$ cat src/rtl/bgcs_pkg.sv
package bgcs_pkg;

  localparam logic [3:0] BGCS_REG_CTRL    = 4'h0;
  localparam logic [3:0] BGCS_REG_SLEEP   = 4'h1;
  localparam logic [3:0] BGCS_REG_WAKE    = 4'h2;
  localparam logic [3:0] BGCS_REG_STATUS  = 4'h3;
  localparam logic [3:0] BGCS_REG_TRIM    = 4'h4;
  localparam logic [3:0] BGCS_REG_CALTIME = 4'h5;

  localparam int BGCS_CTRL_BG_EN     = 0;
  localparam int BGCS_CTRL_TRIG_SEL  = 1;
  localparam int BGCS_CTRL_SOFT_TRIG = 2;
  localparam int BGCS_CTRL_LOW_POWER_BG_ENABLE     = 3;
  localparam int BGCS_CTRL_LP_MAN    = 4;
  localparam int BGCS_CTRL_FG_OS     = 5;
  localparam int BGCS_CTRL_BG_OS     = 6;
  localparam int BGCS_CTRL_STAT_SEL  = 7;
  localparam int BGCS_CTRL_CAL_EN    = 8;

  localparam logic [31:0] BGCS_CTRL_RESET    = 32'h0000_0000;
  localparam logic [15:0] BGCS_SLEEP_RESET   = 16'h0100;
  localparam logic [15:0] BGCS_WAKE_RESET    = 16'h0010;
  localparam logic [15:0] BGCS_CALTIME_RESET = 16'h0040;
  localparam logic [1:0]  BGCS_STATSEL_HALT  = 2'h1;
  localparam int          BGCS_NUM_CORES     = 3;
  localparam int          BGCS_FG_OS_CYCLES  = 16;

  typedef struct packed {
    logic [3:0]  addr;
    logic [31:0] wdata;
    logic        wr;
    logic        rd;
  } bgcs_bus_req_t;

  typedef struct packed {
    logic [1:0] spare;
    logic [1:0] active_a;
    logic [1:0] active_b;
  } bgcs_core_map_t;

endpackage : bgcs_pkg

$ cat src/rtl/bgcs_sequencer.sv
// The register addresses and the address-and-strobe port were decided locally.
`timescale 1ns/1ps
`default_nettype none
module bgcs_sequencer
#(
  parameter int TRIM_W = 8
) (
  input  wire logic                  clock_i,
  input  wire logic                  rst_b_i,
  input  wire bgcs_pkg::bgcs_bus_req_t bus_i,
  output logic [31:0]                rdata_o,
  input  wire logic                  calib_trigger_pin_i,
  input  wire logic                  sample_strobe_i,
  input  wire logic                  core_cal_done_i,
  input  wire logic [TRIM_W-1:0]     offset_result_i,
  output logic                       calib_status_pin_o,
  output bgcs_pkg::bgcs_core_map_t   core_map_o,
  output logic                       spare_power_o,
  output logic                       core_cal_run_o,
  output logic                       offset_cal_run_o,
  output logic                       fg_cal_run_o,
  output logic                       swap_pulse_o
);
  import bgcs_pkg::*;

  typedef enum logic [2:0] {
    BGCS_IDLE, BGCS_FG, BGCS_SLEEP, BGCS_WAKE, BGCS_CAL, BGCS_HALT, BGCS_SWAP
  } bgcs_state_t;

  bgcs_state_t        state_r;
  logic [31:0]        ctrl_r;
  logic [15:0]        sleep_dly_r;
  logic [15:0]        wake_dly_r;
  logic [15:0]        cnt_r;
  logic [TRIM_W-1:0]  trim_r [BGCS_NUM_CORES];
  logic [1:0]         cal_core_r;
  logic               foreground_finished_flag_r;
  logic               halted_r;
  logic               fg_os_done_r;
  logic               trig_s1_r;
  logic               trig_s2_r;
  logic               trig_prev_r;
  logic [1:0]         statsel_r;
  bgcs_core_map_t     map_r;
  logic               cal_trigger;
  logic               low_power_bg_enable;
  logic               lp_manual;
  logic               bg_en;

  function automatic logic [1:0] bgcs_next_core(input logic [1:0] c);
    return (c == 2'h2) ? 2'h0 : c + 2'h1;
  endfunction : bgcs_next_core

  always_ff @(posedge clock_i) begin
    if (!rst_b_i) begin
      trig_s1_r <= 1'b0;
      trig_s2_r <= 1'b0;
    end else begin
      trig_s1_r <= calib_trigger_pin_i;
      trig_s2_r <= trig_s1_r;
    end
  end

  // Trigger selection: pin when the source bit is set, software bit otherwise.
  assign cal_trigger = ctrl_r[BGCS_CTRL_TRIG_SEL] ? trig_s2_r : ctrl_r[BGCS_CTRL_SOFT_TRIG];
  assign bg_en       = ctrl_r[BGCS_CTRL_BG_EN];
  assign low_power_bg_enable       = ctrl_r[BGCS_CTRL_LOW_POWER_BG_ENABLE];
  assign lp_manual   = ctrl_r[BGCS_CTRL_LP_MAN];

  always_ff @(posedge clock_i) begin
    if (!rst_b_i) begin
      ctrl_r      <= BGCS_CTRL_RESET;
      sleep_dly_r <= BGCS_SLEEP_RESET;
      wake_dly_r  <= BGCS_WAKE_RESET;
      statsel_r   <= 2'h0;
    end else if (bus_i.wr) begin
      unique case (bus_i.addr)
        BGCS_REG_CTRL:   ctrl_r      <= bus_i.wdata;
        BGCS_REG_SLEEP:  sleep_dly_r <= bus_i.wdata[15:0];
        BGCS_REG_WAKE:   wake_dly_r  <= bus_i.wdata[15:0];
        BGCS_REG_STATUS: statsel_r   <= bus_i.wdata[1:0];
        default: ;
      endcase
    end
  end

  // Read data is registered, so it stands only in the cycle after the strobe.
  always_ff @(posedge clock_i) begin
    if (!rst_b_i) begin
      rdata_o <= 32'h0000_0000;
    end else if (bus_i.rd) begin
      unique case (bus_i.addr)
        BGCS_REG_CTRL:   rdata_o <= ctrl_r;
        BGCS_REG_SLEEP:  rdata_o <= {16'h0000, sleep_dly_r};
        BGCS_REG_WAKE:   rdata_o <= {16'h0000, wake_dly_r};
        BGCS_REG_STATUS: rdata_o <= {24'h0000_00, 1'b0, state_r, foreground_finished_flag_r, halted_r,
                                     statsel_r};
        // Trim results are only meaningful after the foreground pass ends.
        BGCS_REG_TRIM:   rdata_o <= {8'h00, 8'(trim_r[2]), 8'(trim_r[1]), 8'(trim_r[0])};
        default:         rdata_o <= 32'h0000_0000;
      endcase
    end else begin
      rdata_o <= 32'h0000_0000;
    end
  end

  // Sequencer. Trim writes from the bus are ignored; only calibration owns the trims.
  always_ff @(posedge clock_i) begin
    if (!rst_b_i) begin
      state_r      <= BGCS_IDLE;
      cnt_r        <= 16'h0000;
      cal_core_r   <= 2'h2;
      foreground_finished_flag_r    <= 1'b0;
      halted_r     <= 1'b0;
      fg_os_done_r <= 1'b0;
      trig_prev_r  <= 1'b0;
    end else begin
      trig_prev_r <= cal_trigger;
      unique case (state_r)
        BGCS_IDLE: begin
          // Foreground pass starts on a rising edge of the selected trigger.
          if (ctrl_r[BGCS_CTRL_CAL_EN] && cal_trigger && !trig_prev_r) begin
            state_r   <= BGCS_FG;
            cnt_r     <= 16'(BGCS_FG_OS_CYCLES);
            foreground_finished_flag_r <= 1'b0;
            // Every new pass repeats its one-time offset step.
            fg_os_done_r <= 1'b0;
          end
        end
        BGCS_FG: begin
          if (cnt_r != 16'h0000) begin
            cnt_r <= cnt_r - 16'h0001;
          end else begin
            foreground_finished_flag_r    <= 1'b1;
            fg_os_done_r <= ctrl_r[BGCS_CTRL_FG_OS];
            if (bg_en) begin
              state_r <= low_power_bg_enable ? BGCS_SLEEP : BGCS_WAKE;
              cnt_r   <= low_power_bg_enable ? sleep_dly_r : wake_dly_r;
            end else begin
              state_r <= BGCS_IDLE;
            end
          end
        end
        BGCS_SLEEP: begin
          if (!bg_en) begin
            state_r <= BGCS_IDLE;
          end else if (lp_manual) begin
            if (!cal_trigger) begin
              state_r <= BGCS_WAKE;
              cnt_r   <= wake_dly_r;
            end
          end else if (cnt_r != 16'h0000) begin
            cnt_r <= cnt_r - 16'h0001;
          end else begin
            state_r <= BGCS_WAKE;
            cnt_r   <= wake_dly_r;
          end
        end
        BGCS_WAKE: begin
          if (cnt_r != 16'h0000) begin
            cnt_r <= cnt_r - 16'h0001;
          end else begin
            state_r <= BGCS_CAL;
          end
        end
        BGCS_CAL: begin
          if (core_cal_done_i) begin
            halted_r <= 1'b1;
            state_r  <= BGCS_HALT;
          end
        end
        BGCS_HALT: begin
          // Manual mode waits for the trigger to return high before swapping.
          if (!(low_power_bg_enable && lp_manual) || cal_trigger) begin
            state_r <= BGCS_SWAP;
          end
        end
        BGCS_SWAP: begin
          if (sample_strobe_i) begin
            halted_r   <= 1'b0;
            cal_core_r <= bgcs_next_core(cal_core_r);
            state_r    <= low_power_bg_enable ? BGCS_SLEEP : BGCS_WAKE;
            cnt_r      <= low_power_bg_enable ? sleep_dly_r : 16'h0000;
          end
        end
        default: state_r <= BGCS_IDLE;
      endcase
    end
  end

  // Offset trims: cores 0 and 1 are captured during the foreground pass when requested, core 2 only with bg_en set,
  // and the core under calibration keeps updating in background offset mode.
  genvar gi;
  generate
    for (gi = 0; gi < BGCS_NUM_CORES; gi++) begin : g_trim
      always_ff @(posedge clock_i) begin
        if (!rst_b_i) begin
          trim_r[gi] <= '0;
        end else if (state_r == BGCS_FG && cnt_r == 16'h0000 && ctrl_r[BGCS_CTRL_FG_OS]
                     && (gi < 2 || bg_en)) begin
          trim_r[gi] <= offset_result_i;
        end else if (state_r == BGCS_CAL && core_cal_done_i && ctrl_r[BGCS_CTRL_BG_OS]
                     && cal_core_r == 2'(gi)) begin
          trim_r[gi] <= offset_result_i;
        end
      end
    end
  endgenerate

  // Map rotation: the core just calibrated replaces the next active one.
  always_ff @(posedge clock_i) begin
    if (!rst_b_i) begin
      map_r <= '{spare: 2'h2, active_a: 2'h0, active_b: 2'h1};
    end else if (state_r == BGCS_SWAP && sample_strobe_i) begin
      map_r.spare    <= map_r.active_a;
      map_r.active_a <= map_r.active_b;
      map_r.active_b <= map_r.spare;
    end
  end

  always_ff @(posedge clock_i) begin
    if (!rst_b_i) begin
      swap_pulse_o <= 1'b0;
    end else begin
      swap_pulse_o <= (state_r == BGCS_SWAP) && sample_strobe_i;
    end
  end

  assign core_map_o         = map_r;
  assign calib_status_pin_o = (statsel_r == BGCS_STATSEL_HALT) && halted_r;
  assign spare_power_o      = !(low_power_bg_enable && (state_r == BGCS_SLEEP || state_r == BGCS_IDLE));
  assign core_cal_run_o     = (state_r == BGCS_CAL);
  assign fg_cal_run_o       = (state_r == BGCS_FG);
  assign offset_cal_run_o   = (state_r == BGCS_FG && ctrl_r[BGCS_CTRL_FG_OS] && !fg_os_done_r)
                              || (state_r == BGCS_CAL && ctrl_r[BGCS_CTRL_BG_OS]);
endmodule : bgcs_sequencer
`default_nettype wire

$ cat config.mk
export PLATFORM = sky130hd
export DESIGN_NAME = bgcs_sequencer
export DESIGN_NICKNAME = d
export VERILOG_FILES = /design/src/rtl/bgcs_pkg.sv /design/src/rtl/bgcs_sequencer.sv
export SDC_FILE = /design/constraint.sdc
export NUM_CORES = 1
export LEC_CHECK = 0
export BUFFER_PORTS_ARGS = -buffer_cell sky130_fd_sc_hd__buf_2
export CAP_MARGIN = 20
export CORE_MARGIN = 2
export CORE_UTILIZATION = 30
export DETAILED_ROUTE_END_ITERATION = 6
export PLACE_DENSITY = 0.43
export SYNTH_ARGS = -nofsm -noshare
export SYNTH_HDL_FRONTEND = slang
export SYNTH_SLANG_ARGS = --single-unit
$ cat constraint.sdc
create_clock -name clock_i -period 4.7 [get_ports clock_i]
set_input_delay 0.235 -clock clock_i [delete_from_list [all_inputs] [get_ports clock_i]]
set_output_delay 0.235 -clock clock_i [all_outputs]
set_load 0.01 [all_outputs]
Word-level counts from Yosys, hierarchy flattened
Memory sizes are Yosys's and may differ from the RTL's.
Cells that the tools add are included.
{"block": "op_classes", "n_eq_ne": 25, "add_sub_neg": 2, "n_mux": 61, "n_reduce_logical": 42, "bitwise": 6}
{"cell": "16-bit two-way mux", "n": 11}
{"cell": "32-bit case mux with 5 select lines", "n": 1}
{"cell": "16-bit case mux with 5 select lines", "n": 1}
{"cell": "8-bit two-way mux", "n": 6}
{"cell": "3-bit two-way mux", "n": 10}
{"cell": "1-bit two-way mux", "n": 26}
{"cell": "3-bit case mux with 7 select lines", "n": 1}
{"cell": "1-bit logical AND", "n": 17}
{"cell": "16-bit zero test", "n": 1}
{"cell": "2-bit inequality test, second input constant", "n": 8}
{"cell": "16-bit nonzero test", "n": 1}
{"cell": "16-bit by 1-bit subtractor with 16-bit output, second input constant", "n": 1}
{"cell": "2-bit AND reduction", "n": 6}
{"cell": "3-bit equality test, second input constant", "n": 3}
{"cell": "4-bit by 2-bit equality test with 1-bit output, second input constant", "n": 2}
{"cell": "4-bit inequality test, second input constant", "n": 2}
{"cell": "8-bit AND reduction", "n": 1}
{"cell": "7-bit AND reduction", "n": 1}
{"cell": "3-bit by 2-bit equality test with 1-bit output, second input constant", "n": 2}
{"cell": "1-bit OR", "n": 6}
{"cell": "1-bit case mux with 2 select lines", "n": 3}
{"cell": "3-bit AND reduction", "n": 2}
{"cell": "5-bit nonzero test", "n": 1}
{"cell": "2-bit by 1-bit equality test with 1-bit output, second input constant", "n": 2}
{"cell": "14 further kinds", "n": 21}
{"block": "totals", "wordCells": 155, "ram_bits": 24, "memories": 1, "input_bits": 51, "register_bits": 132}
{"name": "trim_r", "depth": 3, "width": 8, "rd": 3, "rd_clocked_by_memory_dff": 0, "wr": 3, "line": "bgcs_sequencer.sv:35", "rtl": "logic [TRIM_W-1:0] trim_r [BGCS_NUM_CORES];"}

Longest topological paths before layout
{"block": "logic_depth", "depth_word": 9, "mapped_depth": 10, "depth_no_buf": 8}

Least setup slack after synthesis
Ideal clock, no wire load.
{"block": "synth_timing", "kind": "register to register", "startpoint": "reg cnt_r[2]", "endpoint": "mem trim_r[1][0], enable pin", "stages_incl_launch_ff": 7, "n_path_buf": 1, "slack_ns": 2.692, "t_required_ns": 4.363, "setup_time_ns": 0.337, "arrival_ns": 1.672, "path_cell_list": "dfxtp_1 nor4_4 and4b_1 buf_4 and2_4 nand2_2 nand3_1"}
{"element": "from (decl)", "line": "bgcs_sequencer.sv:34", "rtl": "logic [15:0] cnt_r;"}
{"element": "from (signal assigned)", "line": "bgcs_sequencer.sv:124", "rtl": "cnt_r <= 16'(BGCS_FG_OS_CYCLES);"}
{"element": "from (signal assigned)", "line": "bgcs_sequencer.sv:132", "rtl": "cnt_r <= cnt_r - 16'h0001;"}
{"element": "from (signal assigned)", "line": "bgcs_sequencer.sv:138", "rtl": "cnt_r <= low_power_bg_enable ? sleep_dly_r : wake_dly_r;"}
{"element": "to (decl)", "line": "bgcs_sequencer.sv:35"}

Final worst setup path
{"block": "layout_timing", "startpoint": "reg cnt_r[2]", "endpoint": "reg cnt_r[15]"}
{"block": "layout_via", "elab_chain_cells": 5, "word_cells_on_any_way": 11, "cone_classes": "add/sub (1); eq/ne (2); mux (6); reduce/logical (2)"}
{"element": "16-bit by 1-bit subtractor with 16-bit output or 16-bit nonzero test (tied branches)"}
{"element": "16-bit two-way mux", "line": "bgcs_sequencer.sv:152", "rtl": "end else if (cnt_r != 16'h0000) begin"}
{"element": "16-bit two-way mux", "line": "bgcs_sequencer.sv:147", "rtl": "end else if (lp_manual) begin"}
{"element": "16-bit two-way mux", "line": "bgcs_sequencer.sv:145", "rtl": "if (!bg_en) begin"}
{"element": "16-bit case mux with 5 select lines", "line": "bgcs_sequencer.sv:119", "rtl": "unique case (state_r)"}
Several ways; a longest one is shown, not always the timed one. The select of a mux whose other input is x is not followed.
A chain may end at the register's enable or synchronous reset.

==> results.ini <==
[run_status]
status = completed

[global_route]
antenna_found_initial = 0
grt_use_met1_pct = 25.3
grt_use_total_pct = 18.7
grt_pass1_vias = 5803
grt_pass1_wl_um = 34300
overflow = 0
grt_use_met2_pct = 31.0
grt_max_degree = 72
groute.layer.met3.usage_pct = 3.56
top_usage_layer = met2

[setup_path]
crit_slowest_cell = nor4_4
worstSetupEndpointType = flip-flop
crit_path_start = cnt_r[2]
timing.critical_path.buf_inv = 0
startpoint_type = flip-flop
cp_top_family = simple AND/OR/NAND/NOR gates
arrival_ps = 2860
worst-path-max-fanout = 19
worst_ep_required_time_ps = 5000
slowest_delay_ps = 550
crit_chain = nor4_4, and4b_1, a31oi_2, nand4b_4, o21bai_4, o221ai_2
r2r_start = cnt_r[2]
critPathKind = flip-flop to flip-flop

[sta]
fin_crit_ps = 2560
setup_viol = 0
fin_ws_ps = 2140
rsz0062_at_grt = no
setup_tns_ps = 0
hold_viol_final = 0
drv_slew = 0
fin_skew_ps = 10.9
maxClockFrequency_mhz = 391
finalCritPeriodShare_pct = 54.5
worst_pin_slew_ps = 874
timing.slew.headroom_pct = 41.7

[placement]
pre_cts_ws_ps = 2160
place_congestion = 0.869
post-dp-hpwl_um = 16300
placed_cells = 1105
port_buffers = 94

[yosys]
synthDistinctLibCells = 71
synth_enable_flop_cells = 24
synth.cell_area_sq_um = 6930
yosys_most_used_dff = dfxtp_1
avgSynthCellArea_sq_um = 9.05
ys_ff_latch = 156
synth_nets = 819
ys.warnings.count = 0
synthArstFlopShare_pct = 0
yosysSeqAreaShare_pct = 48.5
syn_inst = 766

[layout]
antenna_cells = 0
area_delta_synth_final_pct = 17.9
drive_gt1_share_pct = 18.7
fin_cells = 1137
nets = 892
final_common_cell = nand2_1
mostFrequentLayoutCells = nand2_1 (190), dfxtp_1 (132), buf_2 (94)

[power]
peakVddDrop_mv = 0.154
design_power_total_w = 0.00292
leakage_nw = 2.94
power.density_nw_per_um2 = 358

[route]
wire_per_inst_um = 19.8
drt-total-wl_um = 22500
vias = 6004
drt-vias-per-instance = 5.28
first_pass_iters = 5
drt_iter0_markers = 657
drc_errors = 0
drtAntennaViolNets = 0

[floorplan]
die_h_um = 156
design.die.area_sq_um = 24300
die_w_um = 156
coreArea_sq_um = 22600
initial_core_util_pct = 30.6
ios = 95
rows = 55

[cts]
clk_latency_ps = 430
cts_resized = 0
numCtsBuffers = 17
clockRootBuffer = clkbuf_16
holdBufCountCts = 0
htree_num_levels = 4
postCtsSetupRepairBufs = 0
cts_tree = yes
cts.sinks = 156
clock_path_buffers = 2
clkTransAtPathRegs_ps = 70

[hold_path]
hold_path.class = primary input to flip-flop
hp-start = calib_trigger_pin_i

[run]
cap_violations = 0

-- report_power, final --
part	switching (W)	internal, W	leakage, nW
logic	0.000145	0.0000768	1.37
registers	0.0000252	0.00137	1.31
clock network	0.000610	0.000692	0.263
-- kinds of logic (layout without fill, tap and decap cells) --
family | after synthesis | after routing | share of synthesized area, %
AO/OA/AOI/OAI | 209 | 209 | 23.2
adder cells (fa/ha/maj) | 2 | 2 | 0.361
flip-flops | 156 | 156 | 48.5
XOR/XNOR | 10 | 10 | 1.26
buffers and inverters | 64 | 150 | 3.94
multiplexers | 2 | 2 | 0.289
AND/OR/NAND/NOR | 323 | 323 | 22.4
-- worst reg2reg max path, cell delays in order (launching register included) --
cell and delay (ps):
dfxtp_1 380, nor4_4 550, and4b_1 530, a31oi_2 190, nand4b_4 330, o21bai_4 290, o221ai_2 160
-- registers in the layout, summed over array words and instances, names as in the netlist --
name and cells:
ctrl_r 32, rdata_o 32, trim_r 24, cnt_r 16, sleep_dly_r 16, wake_dly_r 16
core_map_o 6, state_r 3, cal_core_r 2, statsel_r 2, fg_os_done_r 1, foreground_finished_flag_r 1
halted_r 1, swap_pulse_o 1, trig_prev_r 1, trig_s1_r 1, trig_s2_r 1
-- per-stage QoR --
stage / utilization (%) / hold WS (ps) / cell area, sq um
floorplan: - / 362 / 6930
global placement: 33.7 / 428 / 7620
detailed placement: 33.7 / 424 / 7620
CTS: 36.1 / 6.70 / 8170
global route: 36.1 / 29.9 / 8170
finish: 36.1 / 20.5 / 8170
-- cell usage after synthesis, types with 6 or more instances --
cell type | n | share of area, %
nand2_1 | 190 | 10
dfxtp_1 | 132 | 38
a21boi_0 | 69 | 7.5
and2_1 | 39 | 3.5
clkbuf_1 | 31 | 1.7
nor2_1 | 31 | 1.7
a21oi_1 | 24 | 1.7
edfxtp_1 | 24 | 10
a22oi_1 | 22 | 2.4
o21ai_0 | 22 | 1.6
a222oi_1 | 16 | 2.3
inv_1 | 15 | 0.81
nand3_1 | 14 | 1.0
buf_2 | 13 | 0.94
o221ai_2 | 8 | 1.7
o211ai_1 | 6 | 0.65
xor2_1 | 6 | 0.76
-- path summary, 6_finish.rpt --
check              end  slack, ps  cells after the start
max          cnt_r[15]       2140                      6
min          trig_s1_r         20                      2
max reg2reg  cnt_r[15]       2140                      6
min reg2reg  trig_s2_r        430                      1
-- cell type report --
class,count,area [sq um]
Fill cell,2332,14500
Sequential cell,156,3360
Multi-Input combinational cell,546,3310
Timing Repair Buffer,102,531
Clock buffer,17,425
Tap cell,285,357
Clock inverter,15,124
Inverter,16,60.1
-- metal layers --
| metal | share of wire, % | routed length (um) |
|---|---|---|
| met3 | 5.2 | 1170 |
| met5 | 0 | 0 |
| met1 | 46 | 10400 |
| met4 | 0.97 | 218 |
| met2 | 47 | 10700 |
Note: power is estimated with default switching activity, not from simulation.
